<file path="src/rtl/qig_map.svh">
// Overview of operation
// - Capture only on acknowledge or update command.
// - Current interrupt holds count, type, channel.
// - Source type codes for each interrupt cause.
// - Count is bytes readable or writable.
// - Byte-count read gives live counter, zero-padded.
// - Acknowledge captures count valid at that moment.
// - Receive read without receiver source gives ones.
// - Transmit write without transmitter source ignored.
// - Channel read gives captured channel, zero-padded.
// - Timer pairs report channel 01 and 11.
// - Winning bid compared against reset-zero threshold.
// - Vector control selects acknowledge vector kind.
// - Four vector formats; field resets to 00.
// - Interrupt control readable and writable at 2C.
`ifndef QIG_MAP_SVH
`define QIG_MAP_SVH
`define QIG_ADDR_CUR      6'h28
`define QIG_ADDR_CHAN     6'h29
`define QIG_ADDR_BCNT     6'h2A
`define QIG_ADDR_FIFO     6'h2B
`define QIG_ADDR_CTRL     6'h2C
`define QIG_TYPE_NONE     3'h0
`define QIG_TYPE_COS      3'h1
`define QIG_TYPE_TX       2'h2
`define QIG_TYPE_RXOK     3'h3
`define QIG_TYPE_RX       2'h3
`define QIG_ZERO3         3'h0
`define QIG_TYPE_BRK      3'h4
`define QIG_TYPE_CT       3'h5
`define QIG_TYPE_RXERR    3'h7
`define QIG_CHAN_CT_AB    2'h1
`define QIG_CHAN_CT_CD    2'h3
`define QIG_VF_FULL       2'h0
`define QIG_VF_CHAN       2'h1
`define QIG_VF_TYPE       2'h2
`define QIG_VF_NONE       2'h3
`define QIG_CTRL_RESET    8'h00
`define QIG_ALL_ONES      8'hFF
`define QIG_ZERO5         5'h00
`define QIG_ZERO6         6'h00
`endif

</file>
<file path="src/rtl/qig_pkg.sv">
package qig_pkg;
   typedef logic [1:0] qig_chan_t;
   typedef logic [2:0] qig_type_t;
   typedef logic [2:0] qig_count_t;
   typedef struct packed
   {
      qig_count_t bytes;
      qig_type_t  src;
      qig_chan_t  chan;
   } qig_cur_t;
   // Bus access states: idle, read in progress, write in progress.
   typedef enum logic [1:0]
   {
      QIG_IDLE  = 2'b00,
      QIG_READ  = 2'b01,
      QIG_WRITE = 2'b11
   } qig_bus_t;
endpackage

</file>
<file path="src/rtl/qig_cur_if.sv">
`timescale 1ns/1ps
interface qig_cur_if;
   logic             load;
   qig_pkg::qig_cur_t win;
   qig_pkg::qig_cur_t cur;
   modport owner (input load, input win, output cur);
   modport user  (output load, output win, input cur);
endinterface

</file>
<file path="src/rtl/qig_top.sv">
`timescale 1ns/1ps
`include "qig_map.svh"
module qig_top
(
   input  wire logic       ref_clk,
   input  wire logic       rst,
   input  wire logic [5:0] bus_addr,
   input  wire logic       bus_rd,
   input  wire logic       bus_wr,
   input  wire logic [7:0] bus_wdata,
   output logic      [7:0] bus_rdata,
   input  wire logic       interrupt_acknowledge_n,
   output logic            interrupt_request_n,
   output logic      [7:0] ack_vector,
   input  wire logic [7:0] vector_base,
   input  wire logic       bid_valid,
   input  wire logic [5:0] bid_level,
   input  wire logic [1:0] bid_chan,
   input  wire logic [2:0] bid_type,
   input  wire logic [2:0] rx_count [4],
   input  wire logic [2:0] tx_space [4],
   input  wire logic [7:0] rx_data  [4],
   output logic      [3:0] rx_pop,
   output logic      [3:0] tx_push,
   output logic      [7:0] tx_data
);
   qig_cur_if cur_bus ();
   qig_pkg::qig_bus_t state_q;
   logic              ack_q;
   logic [7:0]        ctrl_q;
   logic [2:0]        live_cnt;
   logic              src_rx;
   logic              src_tx;
   logic              ack_edge;
   logic              access;
   qig_pkg::qig_cur_t cur;

   qig_cur_reg u_cur
   (
      .ref_clk  (ref_clk),
      .rst      (rst),
      .cur_port (cur_bus.owner)
   );

   assign cur = cur_bus.cur;

   ////////////////////////////////////////////////////////////////////////
   // Capture path.

   // Count of the bidding channel: receive data types report readable
   // bytes, transmit types report free space.
   always_comb
   begin
      if (bid_type[1:0] == `QIG_TYPE_TX)
         live_cnt = tx_space[bid_chan];
      else if (bid_type[1:0] == `QIG_TYPE_RX)
         live_cnt = rx_count[bid_chan];
      else
         live_cnt = `QIG_ZERO3;
   end

   // Acknowledge is taken on its falling edge only.
   always_ff @(posedge ref_clk)
   begin
      if (rst)
         ack_q <= 1'b1;
      else
         ack_q <= interrupt_acknowledge_n;
   end

   assign ack_edge = ack_q && !interrupt_acknowledge_n;

   // Request assertion is not a load source: the service routine may start
   // long after the request, and the winner may have changed by then.
   assign cur_bus.load = ack_edge
                       || (bus_wr && state_q == qig_pkg::QIG_IDLE
                           && bus_addr == `QIG_ADDR_BCNT);
   // Bid type and channel already carry the documented codes, including
   // timer pairs as channel 01 and 11.
   assign cur_bus.win.bytes = bid_valid ? live_cnt : `QIG_ZERO3;
   assign cur_bus.win.src   = bid_valid ? bid_type : `QIG_TYPE_NONE;
   assign cur_bus.win.chan  = bid_valid ? bid_chan : 2'h0;

   ////////////////////////////////////////////////////////////////////////
   // Request comparator.

   // Interrupt when the winning bid exceeds the threshold.
   always_ff @(posedge ref_clk)
   begin
      if (rst)
         interrupt_request_n <= 1'b1;
      else
         interrupt_request_n <= !(bid_valid && bid_level > ctrl_q[7:2]);
   end

   ////////////////////////////////////////////////////////////////////////
   // Register interface.

   assign src_rx = cur.src[1:0] == `QIG_TYPE_RX;
   assign src_tx = cur.src[1:0] == `QIG_TYPE_TX;
   assign access = (bus_rd || bus_wr) && state_q == qig_pkg::QIG_IDLE;

   // One action per strobe; the strobe must drop before the next access.
   always_ff @(posedge ref_clk)
   begin
      if (rst)
         state_q <= qig_pkg::QIG_IDLE;
      else if (access)
         state_q <= bus_rd ? qig_pkg::QIG_READ : qig_pkg::QIG_WRITE;
      else if (!bus_rd && !bus_wr)
         state_q <= qig_pkg::QIG_IDLE;
      else
         state_q <= state_q;
   end

   // Threshold and vector format; both reset to zero.
   always_ff @(posedge ref_clk)
   begin
      if (rst)
         ctrl_q <= `QIG_CTRL_RESET;
      else if (access && bus_wr && bus_addr == `QIG_ADDR_CTRL)
         ctrl_q <= bus_wdata;
   end

   // Read data register.
   always_ff @(posedge ref_clk)
   begin
      if (rst)
         bus_rdata <= 8'h00;
      else if (access && bus_rd)
      begin
         case (bus_addr)
            `QIG_ADDR_CUR:  bus_rdata <= cur;
            `QIG_ADDR_CHAN: bus_rdata <= {`QIG_ZERO6, cur.chan};
            `QIG_ADDR_BCNT: bus_rdata <= {`QIG_ZERO5, src_tx ? tx_space[cur.chan]
                                          : rx_count[cur.chan]};
            `QIG_ADDR_FIFO: bus_rdata <= src_rx ? rx_data[cur.chan]
                                         : `QIG_ALL_ONES;
            `QIG_ADDR_CTRL: bus_rdata <= ctrl_q;
            default:        bus_rdata <= 8'h00;
         endcase
      end
   end

   // Pop and push strobes, one cycle, only toward the current source.
   genvar g;
   generate
      for (g = 0; g < 4; g++)
      begin : g_ch
         always_ff @(posedge ref_clk)
         begin
            if (rst)
            begin
               rx_pop[g]  <= 1'b0;
               tx_push[g] <= 1'b0;
            end
            else
            begin
               rx_pop[g]  <= access && bus_rd && bus_addr == `QIG_ADDR_FIFO
                             && src_rx && cur.chan == g;
               tx_push[g] <= access && bus_wr && bus_addr == `QIG_ADDR_FIFO
                             && src_tx && cur.chan == g;
            end
         end
      end
   endgenerate

   always_ff @(posedge ref_clk)
   begin
      if (rst)
         tx_data <= 8'h00;
      else if (access && bus_wr && bus_addr == `QIG_ADDR_FIFO)
         tx_data <= bus_wdata;
   end

   ////////////////////////////////////////////////////////////////////////
   // Acknowledge vector, formed from the freshly captured snapshot.

   always_ff @(posedge ref_clk)
   begin
      if (rst)
         ack_vector <= `QIG_ALL_ONES;
      else
      begin
         case (ctrl_q[1:0])
            `QIG_VF_FULL: ack_vector <= vector_base;
            `QIG_VF_CHAN: ack_vector <= {vector_base[7:2], cur.chan};
            `QIG_VF_TYPE: ack_vector <= {vector_base[7:5], cur.src, cur.chan};
            `QIG_VF_NONE: ack_vector <= `QIG_ALL_ONES;
            default:      ack_vector <= `QIG_ALL_ONES;
         endcase
      end
   end
endmodule

</file>
<file path="src/rtl/qig_cur_reg.sv">
`timescale 1ns/1ps
`include "qig_map.svh"
module qig_cur_reg
(
   input  wire logic ref_clk,
   input  wire logic rst,
   qig_cur_if.owner  cur_port
);
   qig_pkg::qig_cur_t cur_q;

   // Snapshot of the winner; holds between acknowledges and update commands
   // so a slow service routine still sees the interrupt it was called for.
   always_ff @(posedge ref_clk)
   begin
      if (rst)
      begin
         cur_q <= '0;
      end
      else if (cur_port.load)
      begin
         cur_q <= cur_port.win;
      end
   end

   assign cur_port.cur = cur_q;
endmodule

</file>
<file path="config.mk">
export PLATFORM = sky130hd
export DESIGN_NAME = qig_top
export DESIGN_NICKNAME = d
export VERILOG_FILES = /design/src/rtl/qig_pkg.sv /design/src/rtl/qig_cur_if.sv /design/src/rtl/qig_top.sv /design/src/rtl/qig_cur_reg.sv
export VERILOG_INCLUDE_DIRS = /design/src /design/src/rtl
export SDC_FILE = /design/constraint.sdc
export NUM_CORES = 1
export LEC_CHECK = 0
export BUFFER_PORTS_ARGS = -buffer_cell sky130_fd_sc_hd__buf_2
export CORE_MARGIN = 4
export CORE_UTILIZATION = 35
export CTS_CLUSTER_DIAMETER = 100
export DETAILED_ROUTE_END_ITERATION = 16
export HOLD_SLACK_MARGIN = 0.15
export PLACE_DENSITY = 0.72
export RECOVER_POWER = 100
export SKIP_CTS_REPAIR_TIMING = 1
export SLEW_MARGIN = 40
export SYNTH_ARGS = -nofsm -noshare
export SYNTH_HDL_FRONTEND = slang
export SYNTH_HIERARCHICAL = 1
export SYNTH_SLANG_ARGS = --single-unit
</file>
<file path="constraint.sdc">
create_clock -name ref_clk -period 2.29 [get_ports ref_clk]
set_input_delay 0.1145 -clock ref_clk [delete_from_list [all_inputs] [get_ports ref_clk]]
set_output_delay 0.1145 -clock ref_clk [all_outputs]
set_load 0.02 [all_outputs]
</file>
== Word-level counts from Yosys, hierarchy flattened ==
Index checks and enable logic that the tools add are counted.
W data, S select, Z words.
Storage, ports and cells
  register bits after elaboration: 52
  input port bits: 95
  output and inout bits: 33
Operators by class
  reductions and logical operators: 31
  muxes and demuxes: 27
  bitwise logic cells: 2
  equal/unequal tests: 15
  order comparisons: 3
Operators by type and width (count)
  $pmux W8 S5: 1
  $mux W3: 13
  $pmux W8 S4: 1
  $eq A6 B6 Y1 const B: 5
  $bmux W3 S2: 4
  $mux W8: 3
  $logic_and A1 B1 Y1: 21
  $bmux W8 S2: 1
  $eq A2 B2 Y1 const B: 8
  $mux W2: 4
  $ge A3 B3 Y1 const B: 2
  $gt A6 B6 Y1: 1
  $logic_not A2 Y1: 3
  $not A2 Y3: 2
  $eq A2 B1 Y1 const B: 2
  $logic_not A1 Y1: 4
  $logic_or A1 B1 Y1: 2
  $reduce_bool A2 Y1: 1

== Depth between registers and ports, before layout ==
Gate-level depths: netlist (run 1).
  depth after elaboration: 7
  gate-level depth with buffers: 7

== Cells and area by module ==
Netlist (run 1), hierarchy kept.
By module, submodules not included
  qig_top: cells each 251, times used 1, area each 2592.5 µm²
  qig_cur_reg: cells each 26, times used 1, area each 285.3 µm²

== Worst setup path after synthesis (run 1) ==
OpenSTA, ideal clock, no wires.
  kind: reg2reg
  start point: register u_cur.cur_q, in the netlist u_cur/cur_port.cur[0]
  end point: register bus_rdata[2]
  setup time: 134 ps
  data required time: 2156 ps
  cell stages (with the launch flop): 7
  slack: 664 ps
  arrival: 1492 ps
  path through: dfxtp_1 buf_6 buf_6 mux4_1 mux2_2 nand2_1 a311oi_1
Between the ends
  longest elaborated chain between the ends: 6
  elaborated cells between the ends (all ways): 13
  classes of those cells: mux: 12; bitwise: 1
RTL lines
  start, declared: RTL line qig_cur_reg.sv:9  | qig_pkg::qig_cur_t cur_q;
  start signal, assigned: RTL line qig_cur_reg.sv:21  | cur_q <= cur_port.win;
  $not A2 Y3 (implied by the code) (*): RTL line qig_top.sv:135, qig_top.sv:136, qig_top.sv:137
  $bmux W8 S2 (tied with other cells): RTL line qig_top.sv:137  | `QIG_ADDR_FIFO: bus_rdata <= src_rx ? rx_data[cur.chan]
  $mux W8 (implied by the code) (tied with other cells) (2 in a row): RTL line qig_top.sv:137
  $mux W8 (no source line) or $mux W3 (tied branches)
  $pmux W8 S5 (*): RTL line qig_top.sv:132  | case (bus_addr)
  end signal, assigned: RTL line qig_top.sv:133  | `QIG_ADDR_CUR: bus_rdata <= cur;
  end signal, assigned: RTL line qig_top.sv:134  | `QIG_ADDR_CHAN: bus_rdata <= {`QIG_ZERO6, cur.chan};
  end signal, assigned: RTL line qig_top.sv:137
  end, declared: RTL line qig_top.sv:11  | output logic [7:0] bus_rdata,
Mark *: on every way between the ends. The rest lies on a longest branch, timed or not. The select of a mux whose other input is x is not followed.
A chain may end at the register's enable or synchronous reset.

== Final worst setup path (run 1) ==
  start point: register u_cur.cur_q, in the netlist u_cur/cur_port.cur[0]
  end point: register bus_rdata[4]
Between the ends
  longest elaborated chain between the ends: 6
RTL lines (RTL line)
  $not A2 Y3 (implied by the code): qig_top.sv:137
  $bmux W8 S2: qig_top.sv:137
  $mux W8 (implied by the code) (2 in a row): qig_top.sv:137
  $mux W8 (no source line)
  $pmux W8 S5: qig_top.sv:132
Every way passes these cells. The select of a mux whose other input is x is not followed.

==> results of run 1 <==
## critical path, cell delays in order, from the launching register on
cell	delay, ns
dfxtp_1	0.69
buf_4	0.33
mux4_1	0.58
o21ai_0	0.19
a211oi_1	0.09
## path summary, 6_finish.rpt
check                         from                  end  slack, ns
max          u_cur/cur_port.cur[0]         bus_rdata[4]       0.25
min                      bid_valid  interrupt_request_n       0.16
max reg2reg  u_cur/cur_port.cur[0]         bus_rdata[4]       0.25
min reg2reg           bus_rdata[1]         bus_rdata[1]       0.49
## sequential cells by signal (all words and copies together) (netlist names)
register,flops
ack_vector,8
bus_rdata,8
ctrl_q,8
tx_data,8
u_cur/cur_port.cur,8
rx_pop,4
tx_push,4
state_q,2
ack_q,1
interrupt_request_n,1
## through the flow
stage               utilization, %  setup WS, ns  instance area [um2]  hold slack [ns]  std cells
CTS                           46.6         0.268                 3660          -0.0182        502
finish                        48.2         0.250                 3780            0.160        520
detailed placement            45.4         0.286                 3570            0.304        494
global placement              45.4         0.382                 3570            0.296        494
global route                  48.2         0.114                 3780            0.168        520
floorplan                        -         0.664                 2880            0.216        277
## layout by cell type (no fill, tap or decap), types with 2 or more instances in the layout
| cell | synthesis | layout |
|---|---|---|
| o22ai_1 | 6 | 6 |
| buf_2 | 2 | 93 |
| and3_1 | 2 | 2 |
| a221oi_1 | 6 | 6 |
| or2_2 | 2 | 2 |
| buf_4 | 4 | 3 |
| clkbuf_1 | 4 | 35 |
| nand2_1 | 11 | 11 |
| nor2_1 | 46 | 46 |
| o21ai_0 | 9 | 10 |
| mux4_2 | 9 | 9 |
| nor3_1 | 5 | 5 |
| clkbuf_8 | 0 | 5 |
| dlygate4sd3_1 | 0 | 18 |
| nand2b_1 | 13 | 13 |
| a211oi_1 | 7 | 7 |
| and2_1 | 5 | 5 |
| ha_1 | 6 | 6 |
| or4_1 | 1 | 2 |
| nand3_2 | 2 | 2 |
| a21oi_1 | 2 | 2 |
| mux2i_1 | 30 | 30 |
| mux4_1 | 8 | 8 |
| mux2_2 | 5 | 5 |
| nor2b_1 | 3 | 3 |
| nand3_1 | 3 | 3 |
| inv_1 | 8 | 8 |
| dfxtp_1 | 52 | 52 |
## power groups by stage
stage	combinational [mW]	clock, mW	sequential, mW
finish	0.356	0.539	0.950
global route	0.387	0.598	0.954
CTS	0.339	0.556	0.949
detailed placement	0.338	0	0.970
global placement	0.330	0	0.968
floorplan	0.177	0	0.984
## cell type report
cell class              count  area (um2)  share of cell area (%)
flip-flops and latches     52        1040                    27.5
inverters                   8        30.0                   0.794
clock buffers               5        68.8                    1.82
well taps                 102         128                    3.37
multi-input cells         200        1690                    44.7
repair buffers            150         805                    21.3
clock inverters             3        21.3                   0.562
## metal layers
layer	share of wire, %	up-vias	global-route usage (%)	wire, um
met4	2.8	2	6.93	238
met1	42	1261	21.2	3590
met2	47	134	28.1	4050
li1	-	1301	-	-
met3	7.6	21	4.74	649
met5	0.14	-	0	12
## kinds of logic after synthesis
logic type | count (synthesis) | synth area share [%]
adders and majority gates | 6 | 2.61
AOI/OAI and AO/OA | 40 | 9.96
DFF | 52 | 36.2
and+or+nand+nor | 101 | 18.7
muxes | 53 | 27.6
buffers and inverters | 25 | 4.96
==> results_dict.tcl, run 1 <==
set metrics [dict create \
    status "finished, final reports clean" \
    seqPwrFrac_pct 51.5 \
    ys_warn_count 6 \
    io_pins 128 \
    yosysSeqAreaShare_pct 36.2 \
    syn-num-nets 378 \
    ys.flop_type "dfxtp_1" \
    core_mm2 0.00785 \
    gr-total-overflow 0 \
    synth_area_mm2 0.00288 \
    placementRows 32 \
    area_growth_pct 31.5 \
    cap_violations 0 \
    final.fill_count 778 \
    fin_crit_sh_pct 89.1 \
    n_antenna_cell 0 \
    combinationalPowerShare_pct 19.3 \
    cts_buffers 5 \
    rsz0062_at_grt "false" \
    final-setup-viol-count 0 \
    p_sw_mw 0.511 \
    worstPathMaxFanout 14 \
    drc 0 \
    numPortBuffers 127 \
    synth.most_common_cell "dfxtp_1" \
    finalWorstPathRequiredPeriod_ns 2.04 \
    worstRegToRegCells 4 \
    grt_usage_pct 17.1 \
    yosys.area.top_type "dfxtp_1" \
    cts_sinks 52 \
    start_util_pct 36.7 \
    clk_latency_ns 0.31 \
    antenna_found_initial 1 \
    netlist.area_leader.share_pct 36.2 \
    clk_pin_slew_ns 0.10 \
    fp.dieH_um 98.7 \
    arrival_ns 2.21 \
    wire_per_inst_um 16.4 \
    switching_share_pct 27.7 \
    gp_congestion 0.804 \
    maxSlewViolCount 0 \
    pwr_density_cell_mw_per_mm2 488 \
    pwr-share-clk_pct 29.2 \
    hold_depth 3 \
    fmax_mhz 490 \
    htree_levels 2 \
    drtAntennaViolNets 0 \
    clk_path_buf_depth 2 \
    required_ns 2.46 \
    wl_mm 8.55 \
    grt_max_degree 40 \
    hold_path.class "input pin to flip-flop" \
    critical_path.startpoint_type "flip-flop" \
    num-nets-final 518 \
    critical_path_class "flip-flop to flip-flop" \
    syn_inst 277 \
    max_slew_margin_pct 49.8 \
    grt_pass1_wl_mm 13.1 \
    internal_power_mw 1.33 \
    die-width_um 98.7 \
    drive_gt1_share_pct 30.6 \
    synth_top_cells_by_area "dfxtp_1, mux2i_1, mux4_1" \
    dpl.hpwl_mm 6.79 \
    ir_worst_vdd_mv 0.229 \
    num_vias 2719 \
    finalPower_mw 1.84 \
    viasPerCell 5.23 \
    synth_cell_types 48 \
    avgSynthCellArea_um2 10.4 \
    skew_ns 0.0152 \
    endpoint_kind "flip-flop" \
    first_pass_iters 4 \
    cts_tree "done" \
    power.leakage_nw 1.65 \
    grt_pass1_vias 2603 \
    die_area_mm2 0.00974 \
    netlist_top_cells_count "dfxtp_1, nor2_1, mux2i_1" \
    postSynth.asyncResetShare_pct 0 \
    worst_pin_slew_ns 0.753 \
    synth-edff-count 0 \
    clock-root-buffer "clkbuf_8" \
    finalHoldViolCount 0 \
    drtIter0Drc 189 \
    tns_ns 0 \
    ys_ff_latch 52 \
]
(Power assumes the default switching activity.)
==> inputs of run 2 (changes only) <==
Settings changed: PLACE_DENSITY 0.72 to 0.75.
Clock period 2.29 ns to 1.7 ns, I/O delays scaled along.
==> run 2 against run 1 <==
Compared with the run above:
- global-route usage is 0.063 points higher
- core utilization is 1.9 points higher
- routed wire length is 1.6% higher
- cell area is 4.0% higher
- clock skew is 0.0019 ns lower
- sequential share of layout area is 0.95 points lower
- worst setup slack worse by 0.19 ns
- combinational power is 43% higher
- die area stayed put
- flip-flop and latch count stayed put
- clock power is 38% higher
- critical path type unchanged
==> results_dict.tcl, run 2 (synthesized netlist as in run 1, its figures left out) <==
set metrics [dict create \
    dpl.hpwl_mm 6.95 \
    pwr_density_cell_mw_per_mm2 641 \
    max_slew_margin_pct 66.5 \
    finalWorstPathRequiredPeriod_ns 1.64 \
    wl_mm 8.69 \
    worstPathMaxFanout 7 \
    cap_violations 0 \
    clk_pin_slew_ns 0.11 \
    use_met2_pct 29.7 \
    endpoint_kind "flip-flop" \
    start_util_pct 36.7 \
    final-setup-viol-count 0 \
    die-width_um 98.7 \
    clk_path_buf_depth 2 \
    grt_pass1_vias 2651 \
    arrival_ns 1.83 \
    design_area_mm2 0.00393 \
    hold_path.class "input pin to flip-flop" \
    grt_usage_pct 17.1 \
    wire_per_inst_um 16.1 \
    pre_cts_ws_ns -0.0949 \
    switching_share_pct 27.7 \
    tns_ns 0 \
    use_met3_pct 4.32 \
    drc 0 \
    seqPwrFrac_pct 50.4 \
    area_growth_pct 36.7 \
    power.leakage_nw 1.74 \
    required_ns 1.89 \
    io_pins 128 \
    clk_latency_ns 0.31 \
    internal_power_mw 1.82 \
    die_area_mm2 0.00974 \
    place_area_mm2 0.00366 \
    fin_hold_ws_ns 0.140 \
    num_vias 2724 \
    htree_levels 2 \
    placed_cells 506 \
    setup_slack_ns 0.0597 \
    drive_gt1_share_pct 33.3 \
    combinationalPowerShare_pct 20.2 \
    drtAntennaViolNets 0 \
    grt_max_degree 39 \
    clock-root-buffer "clkbuf_8" \
    gp_congestion 0.835 \
    grt_util_met1_pct 21.5 \
    cts_sinks 52 \
    maxSlewViolCount 0 \
    worst_pin_slew_ns 0.501 \
    fin_crit_sh_pct 96.5 \
    skew_ns 0.0133 \
    num-nets-final 535 \
    finalPower_mw 2.52 \
    cts_buffers 5 \
    ir_worst_vdd_mv 0.373 \
    critical_path_class "flip-flop to flip-flop" \
    rsz0062_at_grt "true" \
    layout.cells.most_common "buf_2" \
    p_sw_mw 0.698 \
    core_mm2 0.00785 \
    viasPerCell 5.06 \
    grt.busiest_layer "met2" \
    finalHoldViolCount 0 \
    numPortBuffers 127 \
    fp.dieH_um 98.7 \
    grt_pass1_wl_mm 13.3 \
    gr-total-overflow 0 \
    drtIter0Drc 173 \
    status "finished, final reports clean" \
    first_pass_iters 4 \
    utilization_pct 50.1 \
    mostFrequentLayoutCells "buf_2, dfxtp_1, nor2_1" \
    critical_path.startpoint_type "flip-flop" \
    antenna_found_initial 0 \
    pwr-share-clk_pct 29.4 \
    fin_cells 538 \
    placementRows 32 \
    fmax_mhz 610 \
    cts_tree "done" \
]
run 2: cell types whose count changed in the layout (fill, tap and decap cells not counted), moves of 2 or more:
cell	change
o21ai_1	+2
dlygate4sd3_1	+2
buf_4	+14
o21ai_0	-2
run 2: layout make-up:
cell class              instances  area [um2]
diodes                          1        2.50
clock buffers                   5        68.8
clock inverters                 3        27.5
fillers                       788        3910
inverters                       8        30.0
multi-input cells             200        1690
flip-flops and latches         52        1040
well taps                     102         128
repair buffers                167         941
run 2: worst paths after layout:
check                        startpoint       endpoint  slack (ns)  cells after the start
setup / recovery  u_cur/cur_port.cur[0]   bus_rdata[1]        0.06                      5
hold / removal           vector_base[1]  ack_vector[1]        0.14                      4
setup reg to reg  u_cur/cur_port.cur[0]   bus_rdata[1]        0.06                      5
hold reg to reg              tx_data[6]     tx_data[6]        0.50                      2
run 2: worst max-delay path, stage by stage, from the launching register on:
cell and delay [ns]:
dfxtp_4 0.41, buf_4 0.12, mux4_1 0.54, mux2i_1 0.20, o2111a_1 0.20, a211oi_1 0.04
run 2: layer usage:
metal  vias to the layer above  wire [um]  part of all wire, %
li1                       1339          -                    -
met1                      1265       3730                   43
met2                       112       4230                   49
met3                         8        611                  7.0
met4                         0        114                  1.3
met5                         -          0                    0
run 2: power groups by stage:
| stage | clock network (mW) | logic (mW) | registers [mW] |
|---|---|---|---|
| 6_report | 0.743 | 0.509 | 1.27 |
| 4_1_cts | 0.758 | 0.479 | 1.27 |
| 5_1_grt | 0.815 | 0.555 | 1.28 |
| 3_3_place_gp | 0 | 0.467 | 1.30 |
| 3_5_place_dp | 0 | 0.478 | 1.30 |
| 2_1_floorplan | 0 | 0.239 | 1.33 |
